### config.mk
export PLATFORM = sky130hd
export DESIGN_NAME = pds_config
export DESIGN_NICKNAME = d
export VERILOG_FILES = /design/src/rtl/pds_pkg.sv /design/src/rtl/pds_config.sv /design/src/rtl/pds_spread_mod.sv
export SDC_FILE = /design/constraint.sdc
export NUM_CORES = 1
export LEC_CHECK = 0
export ABC_AREA = 1
export BUFFER_PORTS_ARGS = -buffer_cell sky130_fd_sc_hd__buf_2
export CAP_MARGIN = 20
export CORE_UTILIZATION = 30
export CTS_CLUSTER_SIZE = 12
export DETAILED_ROUTE_END_ITERATION = 10
export REMOVE_ABC_BUFFERS = 1
export SYNTH_ARGS = -nofsm -noshare
export SYNTH_HDL_FRONTEND = slang
export SYNTH_SLANG_ARGS = --single-unit
### constraint.sdc
create_clock -name ref_clk -period 2.8 [get_ports ref_clk]
set_input_delay 0 -clock ref_clk [delete_from_list [all_inputs] [get_ports ref_clk]]
set_output_delay 0 -clock ref_clk [all_outputs]
set_load 0.01 [all_outputs]
### src/rtl/pds_pkg.sv
// Package for the synthesis-loop divider and spread configuration block.
// Assumes an APB slave with 32-bit data; all registers are aligned words.
package pds_pkg;
   localparam int unsigned NUM_LOOPS       = 4;
   localparam int unsigned REF_DIV_W       = 8;
   localparam int unsigned FB_DIV_W        = 11;
   localparam int unsigned POST_DIV_W      = 8;
   localparam int unsigned SS_PERIOD_W     = 11;
   localparam int unsigned SS_RATIO_W      = 13;
   localparam int unsigned SS_AMP_W        = 11;
   localparam int unsigned ADDR_W          = 8;

   // Register byte offsets
   localparam logic [7:0]  OFS_LOOP0       = 8'h00;
   localparam logic [7:0]  OFS_LOOP_STEP   = 8'h04;
   localparam logic [7:0]  OFS_POST0       = 8'h10;
   localparam logic [7:0]  OFS_CTRL        = 8'h20;
   localparam logic [7:0]  OFS_SS_PERIOD   = 8'h24;
   localparam logic [7:0]  OFS_SS_RATIO    = 8'h28;
   localparam logic [7:0]  OFS_SS_AMP      = 8'h2C;
   localparam logic [7:0]  OFS_STATUS      = 8'h30;

   // Loop register fields
   localparam int unsigned LP_REF_LSB      = 0;
   localparam int unsigned LP_FB_LSB       = 8;
   localparam int unsigned LP_PRE_BIT      = 20;
   // Control register fields
   localparam int unsigned CT_SSDIS_BIT    = 0;
   localparam int unsigned CT_OSC_BIT      = 1;
   // Status register fields
   localparam int unsigned ST_BAD_LSB      = 0;
   localparam int unsigned ST_SS_ON_BIT    = 4;
   localparam int unsigned ST_DIR_BIT      = 5;

   // Legal ranges
   localparam logic [7:0]  REF_DIV_MIN     = 8'h01;
   localparam logic [10:0] FB_DIV_MIN      = 11'h006;

   // Reset values
   localparam logic [7:0]  RST_REF_DIV     = 8'h01;
   localparam logic [10:0] RST_FB_DIV      = 11'h006;
   localparam logic [7:0]  RST_POST_DIV    = 8'h01;
   localparam logic [10:0] RST_SS_PERIOD   = 11'h280;
   localparam logic [12:0] RST_SS_RATIO    = 13'h00A0;
   localparam logic [10:0] RST_SS_AMP      = 11'h141;

   // Fixed pre-divider ratios
   localparam logic [2:0]  PREDIV_X1       = 3'h1;
   localparam logic [2:0]  PREDIV_X4       = 3'h4;

   typedef struct packed {
      logic [7:0]  ref_div;
      logic [10:0] fb_div;
      logic [2:0]  feedback_prediv;
      logic [7:0]  post_divider;
   } pds_loop_cfg_type;

   typedef struct packed {
      logic        active;
      logic [12:0] spread_ratio;
      logic [10:0] spread_amplitude;
      logic [10:0] period;
   } pds_ss_cfg_type;

   typedef enum logic [1:0] {
      SS_IDLE = 2'b00,
      SS_UP   = 2'b01,
      SS_DOWN = 2'b11
   } pds_ss_state_type;
endpackage : pds_pkg

### src/rtl/pds_config.sv
// Configuration registers for four synthesis loops, their post-dividers and spread.
// Assumes an APB master on ref_clk; the analogue loops read the cfg outputs.
`timescale 1ns/1ns
module pds_config
   import pds_pkg::*;
(
   input  wire logic                       ref_clk,
   input  wire logic                       rstn,
   input  wire logic                       psel,
   input  wire logic                       penable,
   input  wire logic                       pwrite,
   input  wire logic [ADDR_W-1:0]          paddr,
   input  wire logic [31:0]                pwdata,
   output logic [31:0]                     prdata,
   output logic                            pready,
   output logic                            pslverr,
   input  wire logic                       out_step,
   output pds_loop_cfg_type [NUM_LOOPS-1:0] loop_cfg,
   output pds_ss_cfg_type                  ss_cfg,
   output logic                            osc_select_n,
   output logic [10:0]                     ss_phase,
   output logic                            ss_dir_down
);
   import pds_pkg::*;

   logic [7:0]  ref_div_ff   [NUM_LOOPS];
   logic [10:0] fb_div_ff    [NUM_LOOPS];
   logic        prediv_ff    [NUM_LOOPS];
   logic [7:0]  post_div_ff  [NUM_LOOPS];
   logic        spread_disable_n_ff;
   logic        osc_select_n_ff;
   logic [10:0] period_ff;
   logic [12:0] spread_ratio_ff;
   logic [10:0] spread_amplitude_ff;
   logic [31:0] prdata_ff;
   logic        pslverr_ff;
   logic [NUM_LOOPS-1:0] bad;
   logic        wr_en;
   logic        rd_en;
   logic        step_sync1_ff;
   logic        step_sync2_ff;
   logic        wrap;

   // Legal programming range check for one loop
   function automatic logic out_of_range(input logic [7:0] r, input logic [10:0] f);
      out_of_range = (r < REF_DIV_MIN) || (f < FB_DIV_MIN);
   endfunction : out_of_range

   // Register slot decode used by read and write
   function automatic logic hit_loop(input logic [ADDR_W-1:0] a, input int unsigned i,
                                     input logic [7:0] base);
      hit_loop = (a == ADDR_W'(base + 8'(i * 4)));
   endfunction : hit_loop

   // Zero-wait slave: every access completes in its first access cycle
   assign pready  = 1'b1;
   assign wr_en   = psel && penable && pwrite;
   assign rd_en   = psel && !penable && !pwrite;
   assign prdata  = prdata_ff;
   assign pslverr = pslverr_ff;

   genvar g;
   generate
      for (g = 0; g < NUM_LOOPS; g++)
      begin : g_loop
         always_ff @(posedge ref_clk)
         begin
            if (!rstn)
            begin
               ref_div_ff[g]  <= RST_REF_DIV;
               fb_div_ff[g]   <= RST_FB_DIV;
               prediv_ff[g]   <= 1'b0;
               post_div_ff[g] <= RST_POST_DIV;
            end
            else if (wr_en && hit_loop(paddr, g, OFS_LOOP0))
            begin
               // Applied at once; outputs may glitch, which software tolerates
               ref_div_ff[g] <= pwdata[LP_REF_LSB +: REF_DIV_W];
               fb_div_ff[g]  <= pwdata[LP_FB_LSB +: FB_DIV_W];
               // Pre-divider select exists only on loops 0 and 3
               prediv_ff[g]  <= (g == 0 || g == 3) ? pwdata[LP_PRE_BIT] : 1'b0;
            end
            else if (wr_en && hit_loop(paddr, g, OFS_POST0))
               post_div_ff[g] <= pwdata[POST_DIV_W-1:0];
         end

         assign bad[g] = out_of_range(ref_div_ff[g], fb_div_ff[g]);
         assign loop_cfg[g].ref_div         = ref_div_ff[g];
         assign loop_cfg[g].fb_div          = fb_div_ff[g];
         // Loop 1 runs a fixed four; others one unless selected
         assign loop_cfg[g].feedback_prediv =
            (g == 1) ? PREDIV_X4 : (prediv_ff[g] ? PREDIV_X4 : PREDIV_X1);
         assign loop_cfg[g].post_divider    = post_div_ff[g];
      end
   endgenerate

   always_ff @(posedge ref_clk)
   begin
      if (!rstn)
      begin
         spread_disable_n_ff <= 1'b1;
         osc_select_n_ff     <= 1'b1;
      end
      else if (wr_en && paddr == OFS_CTRL)
      begin
         spread_disable_n_ff <= pwdata[CT_SSDIS_BIT];
         osc_select_n_ff     <= pwdata[CT_OSC_BIT];
      end
   end

   always_ff @(posedge ref_clk)
   begin
      if (!rstn)
      begin
         period_ff           <= RST_SS_PERIOD;
         spread_ratio_ff     <= RST_SS_RATIO;
         spread_amplitude_ff <= RST_SS_AMP;
      end
      else if (wr_en)
      begin
         if (paddr == OFS_SS_PERIOD)
            period_ff <= pwdata[SS_PERIOD_W-1:0];
         if (paddr == OFS_SS_RATIO)
            spread_ratio_ff <= pwdata[SS_RATIO_W-1:0];
         if (paddr == OFS_SS_AMP)
            spread_amplitude_ff <= pwdata[SS_AMP_W-1:0];
      end
   end

   // Read data captured in setup so it is stable across the access phase
   always_ff @(posedge ref_clk)
   begin
      if (!rstn)
      begin
         prdata_ff  <= 32'h0000_0000;
         pslverr_ff <= 1'b0;
      end
      else if (psel && !penable)
      begin
         prdata_ff  <= 32'h0000_0000;
         pslverr_ff <= 1'b1;
         for (int i = 0; i < NUM_LOOPS; i++)
         begin
            if (hit_loop(paddr, i, OFS_LOOP0))
            begin
               pslverr_ff <= 1'b0;
               if (rd_en)
                  prdata_ff <= {11'h000, prediv_ff[i], 1'b0, fb_div_ff[i], ref_div_ff[i]};
            end
            if (hit_loop(paddr, i, OFS_POST0))
            begin
               pslverr_ff <= 1'b0;
               if (rd_en)
                  prdata_ff <= {24'h00_0000, post_div_ff[i]};
            end
         end
         case (paddr)
            OFS_CTRL:
            begin
               pslverr_ff <= 1'b0;
               if (rd_en)
                  prdata_ff <= {30'h0000_0000, osc_select_n_ff, spread_disable_n_ff};
            end
            OFS_SS_PERIOD:
            begin
               pslverr_ff <= 1'b0;
               if (rd_en)
                  prdata_ff <= {21'h00_0000, period_ff};
            end
            OFS_SS_RATIO:
            begin
               pslverr_ff <= 1'b0;
               if (rd_en)
                  prdata_ff <= {19'h0_0000, spread_ratio_ff};
            end
            OFS_SS_AMP:
            begin
               pslverr_ff <= 1'b0;
               if (rd_en)
                  prdata_ff <= {21'h00_0000, spread_amplitude_ff};
            end
            OFS_STATUS:
            begin
               pslverr_ff <= 1'b0;
               if (rd_en)
                  prdata_ff <= {26'h000_0000, ss_dir_down, ss_cfg.active, bad};
            end
            default:
            begin
            end
         endcase
      end
   end

   // Output step pulses come from the analogue side, so synchronise them
   always_ff @(posedge ref_clk)
   begin
      if (!rstn)
      begin
         step_sync1_ff <= 1'b0;
         step_sync2_ff <= 1'b0;
      end
      else
      begin
         step_sync1_ff <= out_step;
         step_sync2_ff <= step_sync1_ff;
      end
   end

   // Spread only on loop 1, and only with legal dividers and an even period
   assign ss_cfg.active = !spread_disable_n_ff && !bad[1] && !period_ff[0]
                          && step_sync2_ff;
   assign ss_cfg.spread_ratio     = spread_ratio_ff;
   assign ss_cfg.spread_amplitude = spread_amplitude_ff;
   assign ss_cfg.period           = period_ff;
   assign osc_select_n            = osc_select_n_ff;

   pds_spread_mod u_mod
   (
      .ref_clk     (ref_clk),
      .rstn        (rstn),
      .cfg         (ss_cfg),
      .phase_ff    (ss_phase),
      .dir_down_ff (ss_dir_down),
      .wrap_ff     (wrap)
   );

   a_write_ctrl: assert property (@(posedge ref_clk) disable iff (!rstn)
      wr_en && paddr == OFS_CTRL |=> spread_disable_n_ff == $past(pwdata[0]))
      else $error("control write lost");
   a_prediv_only: assert property (@(posedge ref_clk) disable iff (!rstn)
      !prediv_ff[1] && !prediv_ff[2]) else $error("pre-divider on wrong loop");
   a_loop1_four: assert property (@(posedge ref_clk) disable iff (!rstn)
      loop_cfg[1].feedback_prediv == PREDIV_X4) else $error("loop 1 pre-divider");
   a_range_flag: assert property (@(posedge ref_clk) disable iff (!rstn)
      wr_en && paddr == OFS_LOOP0 && pwdata[7:0] == 8'h00 |=> bad[0])
      else $error("zero reference divider not flagged");
   a_ss_blocked: assert property (@(posedge ref_clk) disable iff (!rstn)
      spread_disable_n_ff |-> !ss_cfg.active) else $error("spread while disabled");
   a_odd_period: assert property (@(posedge ref_clk) disable iff (!rstn)
      period_ff[0] |-> !ss_cfg.active) else $error("odd period spreading");
   a_post_write: assert property (@(posedge ref_clk) disable iff (!rstn)
      wr_en && paddr == OFS_POST0 |=> post_div_ff[0] == $past(pwdata[7:0]))
      else $error("post-divider write lost");
   a_unmapped_err: assert property (@(posedge ref_clk) disable iff (!rstn)
      psel && !penable && paddr == 8'hFC |=> pslverr) else $error("unmapped not refused");
   a_wrap_up: assert property (@(posedge ref_clk) disable iff (!rstn)
      wrap |-> !ss_dir_down && ss_phase == 11'h000) else $error("wrap not at bottom");
   c_ss_on: cover property (@(posedge ref_clk) disable iff (!rstn) ss_cfg.active);
   c_read_status: cover property (@(posedge ref_clk) disable iff (!rstn)
      rd_en && paddr == OFS_STATUS);
   c_prediv_set: cover property (@(posedge ref_clk) disable iff (!rstn) prediv_ff[3]);
endmodule : pds_config

### src/rtl/pds_spread_mod.sv
// Triangle step generator for the spread modulator of loop 1.
// Assumes cfg.active already folds in the synchronised output-step level.
`timescale 1ns/1ns
module pds_spread_mod
   import pds_pkg::*;
(
   input  wire logic            ref_clk,
   input  wire logic            rstn,
   input  wire pds_ss_cfg_type  cfg,
   output logic [10:0]          phase_ff,
   output logic                 dir_down_ff,
   output logic                 wrap_ff
);
   pds_ss_state_type state_ff;
   logic [10:0]      half;

   // Half period; an odd count loses its last step, hence even counts only
   assign half = cfg.period >> 1;

   always_ff @(posedge ref_clk)
   begin
      if (!rstn)
      begin
         state_ff    <= SS_IDLE;
         phase_ff    <= 11'h000;
         dir_down_ff <= 1'b0;
         wrap_ff     <= 1'b0;
      end
      else
      begin
         wrap_ff <= 1'b0;
         case (state_ff)
            SS_IDLE:
            begin
               phase_ff    <= 11'h000;
               dir_down_ff <= 1'b0;
               if (cfg.active && half != 11'h000)
                  state_ff <= SS_UP;
            end
            SS_UP:
            begin
               if (!cfg.active)
                  state_ff <= SS_IDLE;
               else if (phase_ff + 11'h001 >= half)
               begin
                  phase_ff    <= half;
                  dir_down_ff <= 1'b1;
                  state_ff    <= SS_DOWN;
               end
               else
                  phase_ff <= phase_ff + 11'h001;
            end
            SS_DOWN:
            begin
               if (!cfg.active)
                  state_ff <= SS_IDLE;
               else if (phase_ff <= 11'h001)
               begin
                  phase_ff    <= 11'h000;
                  dir_down_ff <= 1'b0;
                  wrap_ff     <= 1'b1;
                  state_ff    <= SS_UP;
               end
               else
                  phase_ff <= phase_ff - 11'h001;
            end
            default:
               state_ff <= SS_IDLE;
         endcase
      end
   end

   a_phase_bound: assert property (@(posedge ref_clk) disable iff (!rstn)
      phase_ff <= half || !cfg.active) else $error("phase beyond half period");
   a_idle_off: assert property (@(posedge ref_clk) disable iff (!rstn)
      !cfg.active |=> (state_ff == SS_IDLE)) else $error("spread not stopped");
   c_wrap: cover property (@(posedge ref_clk) disable iff (!rstn) wrap_ff);
endmodule : pds_spread_mod
[Yosys cells after proc, flatten, opt, wreduce, memory -nomap -nowiden]
Memories as Yosys holds them, arrays and structs flattened.
Cells that the tools add are included.
Operators by class
  add/subtract/negate cells: 2
  $lt $le $gt $ge: 10
  eq/ne operators: 21
  muxes and demuxes: 99
  bitwise logic cells: 16
  reduce and logical (&&, ||, !) cells: 37
Operator list (count)
  32-bit 2-to-1 mux: 23
  32-bit case mux with 5 select lines: 1
  11-bit 2-to-1 mux: 8
  8-bit 2-to-1 mux: 8
  1-bit 2-to-1 mux: 46
  11-bit by 3-bit < comparator with 1-bit output, second input constant: 4
  21-bit 2-to-1 mux: 2
  8-bit by 6-bit == test with 1-bit output, second input constant: 5
  11-bit case mux with 3 select lines: 1
  8-bit by 5-bit == test with 1-bit output, second input constant: 4
  8-bit by 1-bit < comparator with 1-bit output, second input constant: 4
  1-bit logical AND: 17
  8-bit by 4-bit == test with 1-bit output, second input constant: 2
  1-bit OR: 16
  11-bit by 1-bit adder with 11-bit output, second input constant: 1
  11-bit by 10-bit greater-or-equal comparator with 1-bit output: 1
  11-bit by 1-bit <= comparator with 1-bit output, second input constant: 1
  11-bit nonzero test: 1
  11-bit by 1-bit subtractor with 11-bit output, second input constant: 1
  2-bit 2-to-1 mux: 5
  2-bit by 1-bit inequality test with 1-bit output, second input constant: 5
  3-bit 2-to-1 mux: 3
  8-bit by 3-bit == test with 1-bit output, second input constant: 1
  8-bit logical NOT: 1
  other kinds (13): 24
Word-level totals
  register bits: 86
  memory bits (writable): 112
  input bits: 46
  output and inout bits: 203
  logic and storage cells: 201
  memories kept: 4
Memories
  fb_div_ff: depth 4, width 11, read ports 4, clocked after Yosys merged registers in 0, write ports 4, RTL line pds_config.sv:27  | logic [10:0] fb_div_ff [NUM_LOOPS];
  post_div_ff: depth 4, width 8, read ports 4, clocked after Yosys merged registers in 0, write ports 4, RTL line pds_config.sv:29  | logic [7:0] post_div_ff [NUM_LOOPS];
  ref_div_ff: depth 4, width 8, read ports 4, clocked after Yosys merged registers in 0, write ports 4, RTL line pds_config.sv:26  | logic [7:0] ref_div_ff [NUM_LOOPS];
  prediv_ff: depth 4, width 1, read ports 4, clocked after Yosys merged registers in 0, write ports 4, RTL line pds_config.sv:28  | logic prediv_ff [NUM_LOOPS];

[Depth between registers and ports, before layout]
Gate-level depths: netlist of the first run.
  word-level depth: 25
  mapped depth: 22
  gate-level depth less buffers: 20

[By module]
From an unflattened synthesis of the first run, not the netlist that was laid out.
Second synthesis, totals
  cells, all modules: 1306
  area, all modules: 10174.8 µm²
Modules (own cells, without submodules)
  pds_config: times used 1, cells each 1012, area an instance 8336.7 µm², sequential area each 4524.3 µm²
  pds_spread_mod: times used 1, cells each 294, area an instance 1838.0 µm², sequential area each 300.3 µm²

[Worst setup path after synthesis of the first run]
Ideal clock, no wire load.
  path type: input-to-reg
  start: input paddr[6]
  end: memory fb_div_ff[1][0], enable pin
  data arrival time: 2.270 ns
  data required time: 2.379 ns
  path slack: 0.108 ns
  cell stages on the path: 8
  buffers on the path: 3
  cell sequence: inv_1 -> nand2_1 -> nor2_2 -> buf_4 -> nand2_1 -> buf_2 -> buf_2 -> o21ai_0
RTL lines
  start, declared: RTL line pds_config.sv:12  | input wire logic [ADDR_W-1:0] paddr,
  end, declared: RTL line pds_config.sv:27

[Worst setup path after layout of the first run]
  start: register u_mod.phase_ff[4]
  end: register u_mod.phase_ff[0]
Between the ends
  longest elaborated chain between the ends: 5
Ends and longest elaborated chain
  start, declared: RTL line pds_spread_mod.sv:10  | output logic [10:0] phase_ff,
  start signal, assigned: RTL line pds_spread_mod.sv:46  | phase_ff <= half;
  start signal, assigned: RTL line pds_spread_mod.sv:51  | phase_ff <= phase_ff + 11'h001;
  start signal, assigned: RTL line pds_spread_mod.sv:65  | phase_ff <= phase_ff - 11'h001;
  11-bit by 1-bit adder with 11-bit output: RTL line pds_spread_mod.sv:44  | else if (phase_ff + 11'h001 >= half)
  11-bit by 10-bit greater-or-equal comparator with 1-bit output: RTL line pds_spread_mod.sv:44
  11-bit 2-to-1 mux: RTL line pds_spread_mod.sv:44
  11-bit 2-to-1 mux: RTL line pds_spread_mod.sv:42  | if (!cfg.active)
  11-bit case mux with 3 select lines (*): RTL line pds_spread_mod.sv:32  | case (state_ff)
Mark *: on every way between the ends. The rest lies on a longest branch, timed or not. The select of a mux whose other input is x is not followed.
A chain may end at the register's enable or synchronous reset.

==> summary.txt, run 1 <==
Routing
  • DR vias/cell: 4.850
  • Drt pass-1 iters: 7
  • Detailed-route DRC error count: 0
  • Total Routed Length: 35.11 mm
  • Vias: 9443
  • Wire per inst: 18.03 um
  • Iter 0 DRT Violations: 908
  • Final antenna-violating net count: 0

Logic synthesis
  • Cell taking the most area after synthesis: edfxtp_1
  • Synth cell types: 45
  • Syn avg cell area: 7.734 sq um
  • Asr flop ratio synth: 0%
  • Gate Count Post-Synth: 1267
  • Synth top area cells: edfxtp_1 34%, dfxtp_1 15%, nand2_1 11%
  • Sequential element share of the synthesized area: 49.03%
  • Synth Flop Type: edfxtp_1
  • #FFs+latches synth: 185
  • Top-count cell post-synth: nand2_1
  • Synth Warn #: 0
  • EDFF count, synth: 110
  • Cell area after synthesis: 9799 sq um
  • Top-area cell type share of the netlist area: 33.71%
  • Synth top cells by count: 296 x nand2_1, 186 x nor2_1, 143 x inv_1

CTS
  • Total CTS buffers: 17
  • H-tree levels: 4
  • # clock sinks: 185
  • Clock latency on the worst-skew pair: 0.45 ns
  • Reg clk slew, reported paths: 0.08 ns
  • Root buf cell: clkbuf_16
  • Max clock buf depth: 2
  • CTS tree: built

Hold path
  • Hold Crit Depth: 5
  • Worst Hold Launch: paddr[4]
  • Min-Delay Endpoint: osc_select_n
  • Tightest Hold Check Type: input pin to flop

Floorplan
  • Die area: 33390 sq um
  • Core area: 31880 sq um
  • Die X: 182.7 um
  • Initial Util: 30.74%
  • Die height: 182.7 um
  • Ports: 249
  • Num rows: 65

Power and ir drop
  • Sequential power share: 50.4%
  • Worst vdd ir: 0.0004157 V
  • Combinational power share: 7.2%
  • Switching pwr: 1690 uW
  • Clock power share: 42.4%
  • Sw Ratio: 28.09%
  • Int Power: 4326 uW
  • LEAKAGE: 0.005676 uW
  • Pwr dens: 493.5 nW/um^2

Setup path
  • CP Data Required Time: 3.18 ns
  • Critical path arrival: 2.97 ns
  • Worst R2R Start: u_mod.phase_ff[4]
  • Reg2reg end: u_mod.phase_ff[0]
  • Worst reg2reg path depth: 18
  • Startpoint type of the worst setup path: flop
  • Flop-to-flop setup slack: 0.21 ns
  • Critical path peak fanout: 10
  • CP endpoint kind: flop
  • Critical path class: flop to flop

Timing
  • Final Hold Viols: 0
  • # setup viols final: 0
  • Worst Skew: 0.01338 ns
  • Minimum clock period after layout: 2.595 ns
  • Highest clock rate: 385.4 MHz
  • Period utilization: 92.67%
  • Max Transition Viols Final: 0
  • Worst setup margin: 0.2052 ns
  • Worst-margin pin slew: 0.7665 ns
  • Slew headroom: 48.71%

GRT
  • First-pass GRT wire length: 52.23 mm
  • GR Util met2: 32.41%
  • Met1 Track Usage GR: 28.32%
  • Initial antenna violation count: 0
  • GR Util met3: 5.580%
  • GRT overflow: 0
  • Largest net degree at the start of global routing: 59
  • Vias in the first global route: 8735
  • Gr usage total: 21.02%
  • Layer with the highest usage: met2

Placed design
  • Area after DPL: 11330 sq um
  • Post-DP HPWL: 26.34 mm
  • GPL Wtd Cong: 0.9142
  • Post-Place Setup Slack: 0.1708 ns
  • Number of buffers added on ports: 217

Finish
  • Fin nets: 1558
  • Antenna cells: 0
  • Finished Core Util: 38.23%
  • Layout cells sized above 1: 21.83%
  • Post-route cell area: 12190 sq um
  • Fillers: 3320
  • Area delta synth->final: 24.39%

Status
  • Status: complete, no violations

Flow run
  • Max-cap violations: 0
## registers in the layout, summed over array words and instances, names as in the netlist, 2 cells and up
register	cells
spread_ratio_ff	13
prediv_ff	3
u_mod.phase_ff	11
post_div_ff	32
ref_div_ff	32
u_mod.state_ff	2
period_ff	11
spread_amplitude_ff	11
fb_div_ff	44
prdata	20
## how the worst max path moves through the flow
stage	startpoint	to	slack (ns)	depth (start not counted)
2_1_floorplan	paddr[6]	fb_div_ff[1][0]	-0.14	5
3_3_place_gp	u_mod.phase_ff[0]	u_mod.phase_ff[4]	0.21	19
3_5_place_dp	u_mod.phase_ff[0]	u_mod.phase_ff[4]	0.17	19
4_1_cts	u_mod.phase_ff[0]	u_mod.phase_ff[4]	0.11	19
5_1_grt	u_mod.phase_ff[0]	u_mod.phase_ff[3]	-0.01	17
6_report	u_mod.phase_ff[4]	u_mod.phase_ff[0]	0.21	18
## repair_timing
| action | CTS | global route |
|---|---|---|
| setup buffers | 0 | 1 |
| setup endpoints to repair | 0 | 12 |
| resized for setup | 0 | 9 |
| hold buffers | 20 | 0 |
| endpoints found under the hold margin | 67 | 0 |
## worst max-delay path: stages, from the launching register on
cell and delay (ns):
dfxtp_1 0.38, inv_1 0.13, nor3_1 0.31, nand4_1 0.13, nand2_1 0.12, inv_1 0.05
ha_1 0.28, nand2_1 0.09, nand3b_1 0.08, a21oi_1 0.11, nand3_1 0.07, nand2_1 0.12
buf_4 0.20, nand3_1 0.08, nand2_1 0.11, nand2_1 0.05, nand2_1 0.05, nand2_1 0.05
a21oi_1 0.11
## power by group through the flow
| stage | logic [uW] | clock network, uW | registers, uW |
|---|---|---|---|
| after floorplan | 137 | 0 | 3120 |
| after global placement | 408 | 0 | 3090 |
| after detailed placement | 412 | 0 | 3090 |
| after CTS | 436 | 2570 | 3030 |
| after global routing | 470 | 2670 | 3040 |
| final | 434 | 2550 | 3030 |
## cell families after synthesis
group,after synthesis,synth area share (%)
buffers and inverters,237,10.44
XOR/XNOR,5,0.4469
flip-flops,185,49.03
adder cells (fa/ha/maj),13,1.660
other,2,0.07664
AO/OA/AOI/OAI,214,11.96
AND/OR/NAND/NOR,611,26.38
## per-layer routing
layer	up-vias	wire length, um	share of wire, %
li1	4572	-	-
met1	4410	15140	43
met2	410	15800	45
met3	51	3180	9.1
met4	0	990	2.8
met5	-	0	0
## area by class of cell
cell class | instances | area [sq um] | share of cell area, %
flip-flops and latches | 185 | 4810 | 39.46
multi-input cells | 862 | 4069 | 33.38
repair buffers | 269 | 1526 | 12.52
inverters | 164 | 615.6 | 5.050
well taps | 435 | 544.3 | 4.465
clock buffers | 17 | 425.4 | 3.490
clock inverters | 15 | 198.9 | 1.632
## placed cells by master, fill, tap and decap left out, drive strengths merged, types with 3 or more instances in the layout
master       instances
nand4               12
dfxtp               75
a21oi               79
nand2              297
inv                167
dlygate4sd3         20
nor2               198
a31oi                7
or2                  3
edfxtp             110
buf                249
nand3               75
nor4                 7
o21ai               94
clkinv              12
clkbuf              17
xor2                 5
o2111ai              4
o211ai              17
ha                  13
o31ai                4
nor3                16
conb                19
## per-stage QoR
step / std cells / power [uW] / setup TNS, ns / hold WS, ns
finish: 1947 / 6016 / 0 / 0.09055
global route: 1947 / 6186 / -0.02008 / 0.1243
CTS: 1946 / 6033 / 0 / 0.08518
detailed placement: 1894 / 3506 / 0 / 0.2166
global placement: 1894 / 3502 / 0 / 0.2187
floorplan: 1211 / 3257 / -2.725 / 0.08469
No activity file was read; power rests on OpenSTA's default activity.
==> run 2: changes to the inputs <==
Settings changed: CORE_ASPECT_RATIO set to 0.6.
==> summary.txt, run 2 (synthesis gave the netlist of run 1 again) <==
Finish
  • Fin nets: 1559
  • Post-route cell area: 12140 sq um
  • Fillers: 3306
  • Register area: 4811 sq um
  • Max FFs per register: 44
  • Biggest regs: fb_div_ff (44), post_div_ff (32), ref_div_ff (32)
  • Most frequent cells in the layout: 295 x nand2_1, 217 x buf_2, 185 x nor2_1, 143 x inv_1, 110 x edfxtp_1
  • Layout cells sized above 1: 22.08%
  • Most common cell after layout, fill and taps aside: nand2_1
  • Footprint of the multi-input gates: 4069 sq um
  • Antenna cells: 0
  • Area delta synth->final: 23.90%
  • Biggest register: fb_div_ff

Setup path
  • Critical path peak fanout: 10
  • CP Data Required Time: 3.18 ns
  • CP endpoint kind: flop
  • Critical path arrival: 2.96 ns
  • Startpoint type of the worst setup path: flop
  • Critical path class: flop to flop

Routing
  • Drt pass-1 iters: 6
  • DR vias/cell: 5.042
  • Iter 0 DRT Violations: 1164
  • Final antenna-violating net count: 0
  • Vias: 9726
  • Detailed-route DRC error count: 0
  • Total Routed Length: 37.70 mm
  • Wire per inst: 19.54 um

CTS
  • Reg clk slew, reported paths: 0.07 ns
  • H-tree levels: 4
  • CTS tree: built
  • # clock sinks: 185
  • Clock latency on the worst-skew pair: 0.46 ns
  • Max clock buf depth: 2
  • Postcts setup bufs: 0
  • Root buf cell: clkbuf_16
  • Total CTS buffers: 17

Timing
  • Worst setup margin: 0.2226 ns
  • Final Hold Viols: 0
  • Max Transition Viols Final: 0
  • # setup viols final: 0
  • Unrepaired setup endpoints after global routing: false
  • Worst Skew: 0.01562 ns
  • Minimum clock period after layout: 2.577 ns
  • Worst-margin pin slew: 0.8639 ns
  • Highest clock rate: 388.0 MHz
  • Period utilization: 92.05%
  • Slew headroom: 42.19%

GRT
  • GRT overflow: 0
  • Gr usage total: 22.67%
  • Largest net degree at the start of global routing: 59
  • First-pass GRT wire length: 55.73 mm
  • Vias in the first global route: 8860
  • Initial antenna violation count: 0

Status
  • Status: complete, no violations

Power and ir drop
  • Worst vdd ir: 0.0004524 V
  • Pwr dens: 490.9 nW/um^2
  • LEAKAGE: 0.005669 uW
  • Pwr Total: 5961 uW

Flow run
  • Max-cap violations: 0

Floorplan
  • Die height: 142.0 um
  • Core area: 31660 sq um
  • Num rows: 50
  • Die X: 235.3 um
  • Initial Util: 30.96%
  • Ports: 249
  • Die area: 33420 sq um

Placed design
  • Area after DPL: 11330 sq um
  • Post-DP HPWL: 28.70 mm
  • GPL Wtd Cong: 0.9379
  • Post-Place Setup Slack: 0.1196 ns
  • Number of buffers added on ports: 217

Hold path
  • Tightest Hold Check Type: input pin to flop
run 2: changes by cell type in the layout (fill, tap and decap cells not counted), moves of 2 or more:
cell	change
clkinv_2	+2
nor3_2	+2
clkinv_8	-7
inv_6	+2
nor3_1	-2
run 2: final cells by class:
type	instances	share of cell area, %
Tap cell	416	4.287
Multi-Input combinational cell	862	33.51
Timing Repair Buffer	270	12.74
Inverter	164	5.070
Clock inverter	15	1.268
Clock buffer	17	3.504
Sequential cell	185	39.62
run 2: power by group:
part           leakage (uW)  switching (uW)  internal, uW
clock network      0.000287            1210          1260
logic               0.00372             314           136
registers           0.00166            78.9          2960
run 2: worst max-delay path, cell delays in order (launching register included):
cell and delay [ns]:
dfxtp_2 0.36, buf_4 0.14, nand3_1 0.10, nor2_2 0.14, nand3_1 0.11, xor2_1 0.18, inv_1 0.06, ha_1 0.30
nand3_1 0.08, nor2_1 0.14, nand2_1 0.08, nand3_1 0.09, nand2_1 0.07, buf_4 0.18, nand3_1 0.09, nand3_1 0.10
nand2_1 0.11, nand2_1 0.05, a21oi_1 0.12
run 2: stage by stage:
step	hold WS, ns	setup TNS (ns)	cells	utilization [%]
5_1_grt	0.08528	0	1929	38.36
6_report	0.05387	0	1929	38.36
3_3_place_gp	0.1952	0	1877	35.80
4_1_cts	0.02260	0	1929	38.26
2_1_floorplan	0.08469	-2.725	1211	-
3_5_place_dp	0.2023	0	1877	35.80
run 2: layer usage:
metal,track usage (%),wire (um)
met1,33.99,17530
met2,31.64,15350
met3,5.528,4076
met4,6.880,737
met5,0,0
run 2: worst paths after layout:
path	from	to	slack, ns	depth (start not counted)
worst max-delay path	u_mod.phase_ff[0]	u_mod.phase_ff[3]	0.22	18
worst min-delay path	paddr[4]	osc_select_n	0.05	5
worst max register to register	u_mod.phase_ff[0]	u_mod.phase_ff[3]	0.22	18
worst min register to register	step_sync1_ff	step_sync2_ff	0.45	2
run 2: repair_timing:
action | in CTS | in global routing
gates resized for setup | 0 | 11
endpoints found under the setup margin | 0 | 12
hold endpoints to repair | 62 | 0
hold buffers | 20 | 0
==> run 3: changes to the inputs <==
Settings changed: CAP_MARGIN 20 to 30, CTS_BUF_LIST set to sky130_fd_sc_hd__clkbuf_2, TNS_END_PERCENT set to 5.
==> summary.txt, run 3 (synthesis gave the netlist of run 1 again) <==
Status
  • Status: complete, no violations

Hold path
  • Tightest Hold Check Type: input pin to flop

Routing
  • Drt pass-1 iters: 6
  • Detailed-route DRC error count: 0
  • DR vias/cell: 5.021
  • Vias: 9966
  • Final antenna-violating net count: 0
  • Total Routed Length: 38.51 mm
  • Iter 0 DRT Violations: 1160
  • Wire per inst: 19.40 um

Placed design
  • Number of buffers added on ports: 217
  • GPL Wtd Cong: 0.9379
  • Cell count after placement: 1877
  • Post-DP HPWL: 28.70 mm
  • Area after DPL: 11330 sq um

Power and ir drop
  • Worst vdd ir: 0.0002364 V
  • LEAKAGE: 0.005771 uW
  • Pwr dens: 403.6 nW/um^2
  • Pwr Total: 5001 uW

GRT
  • Largest net degree at the start of global routing: 59
  • GRT overflow: 0
  • Initial antenna violation count: 1
  • Vias in the first global route: 9159
  • First-pass GRT wire length: 56.90 mm
  • Gr usage total: 23.02%

Timing
  • Slew headroom: 45.78%
  • Final Hold Viols: 0
  • Period utilization: 98.97%
  • # setup viols final: 0
  • Worst Skew: 0.05495 ns
  • Highest clock rate: 360.9 MHz
  • Minimum clock period after layout: 2.771 ns
  • Max Transition Viols Final: 0
  • Worst-margin pin slew: 0.8104 ns

Finish
  • Layout cells sized above 1: 21.83%
  • Most frequent cells in the layout: 293 x nand2_1, 218 x buf_2, 183 x nor2_1, 143 x inv_1, 110 x edfxtp_1
  • Final Non-Filler Cells: 1985
  • Post-route cell area: 12390 sq um
  • Area delta synth->final: 26.43%
  • Most common cell after layout, fill and taps aside: nand2_1
  • Fin nets: 1613
  • Biggest regs: fb_div_ff (44), post_div_ff (32), ref_div_ff (32)
  • Biggest register: fb_div_ff
  • Max FFs per register: 44

CTS
  • Total CTS buffers: 17
  • CTS tree: built
  • Reg clk slew, reported paths: 0.28 ns
  • Postcts setup bufs: 0
  • H-tree levels: 4
  • Clock latency on the worst-skew pair: 0.88 ns
  • # clock sinks: 185
  • Max clock buf depth: 2
  • Root buf cell: clkbuf_2

Floorplan
  • Die area: 33420 sq um
  • Core area: 31660 sq um
  • Die X: 235.3 um
  • Initial Util: 30.96%
  • Die height: 142.0 um
  • Ports: 249
  • Num rows: 50

Setup path
  • Critical path peak fanout: 3
  • Slowest-stage cell, CP: dlygate4sd3_1
  • Critical path class: input pin to flop
  • CP Cell Sequence: dlygate4sd3_1 > buf_2 > inv_1 > nand2_1 > nor2_2 > dlygate4sd3_1 > nand2_1 > dlygate4sd3_1 > nor3_2 > dlygate4sd3_1 > nand2_1
  • Critical path arrival: 3.42 ns
  • CP endpoint kind: flop
  • CP Data Required Time: 3.45 ns
  • Flop-to-flop setup slack: 0.14 ns
  • CP most frequent cell: dlygate4sd3_1
  • Startpoint type of the worst setup path: input pin
  • Crit path largest cell delay: 0.69 ns

Flow run
  • Max-cap violations: 0
==> run 3: cell types whose count changed in the layout (fill, tap and decap cells not counted), moves of 2 or more <==
cell,delta
clkbuf_16,-17
clkbuf_2,+17
diode_2,+2
dlygate4sd3_1,+52
nand2_1,-2
nor2_1,-2
nor2_2,+2
==> run 3: area by class of cell <==
class	instances	area, sq um
Sequential cell	185	4812
Tap cell	416	520.5
Clock inverter	15	153.9
Inverter	164	615.6
Multi-Input combinational cell	862	4109
Fill cell	3313	19270
Clock buffer	17	85.08
Timing Repair Buffer	324	2088
Antenna cell	2	5.005
==> run 3: timing repair <==
item | CTS | global route
endpoints found under the setup margin | 0 | 13
hold endpoints to repair | 243 | 0
hold buffers | 73 | 0
resized for setup | 0 | 22
==> run 3: worst max-delay path, delay by kind of cell <==
kind	cells	cell delay (ns)
AND/OR/NAND/NOR	5	0.65
buffers and inverters	6	2.76
==> run 3: final timing paths <==
path / endpoint / startpoint / cells after the start
worst max-delay path: fb_div_ff[0][1] / paddr[6] / 11
worst min-delay path: spread_ratio_ff[9] / pwdata[9] / 4
worst max register to register: u_mod.phase_ff[8] / u_mod.phase_ff[0] / 18
worst min register to register: step_sync2_ff / step_sync1_ff / 2
==> run 3: layer usage <==
metal / track usage [%] / share of wire [%] / wire length (um) / up-vias
met5: 0 / 0 / 0 / -
li1: - / - / - / 4684
met1: 34.39 / 47 / 18120 / 4756
met4: 6.467 / 2.0 / 754 / 0
met2: 32.66 / 41 / 15750 / 489
met3: 5.431 / 10 / 3878 / 37
==> run 3: power by group <==
group / switching [uW] / leakage [uW] / internal [uW]
Clock: 1090 / 0.000148 / 365
Combinational: 326 / 0.00396 / 173
Sequential: 79.1 / 0.00166 / 2970
==> run 3: metrics by stage <==
step	hold slack, ns	setup slack, ns	util [%]	TNS, ns
floorplan	0.08469	-0.1434	-	-2.725
global placement	0.1952	0.1786	35.80	0
detailed placement	0.2023	0.1196	35.80	0
CTS	0.003861	0.05623	38.87	0
global route	0.03390	-0.04317	39.13	-0.04317
finish	0.1013	0.02879	39.14	0
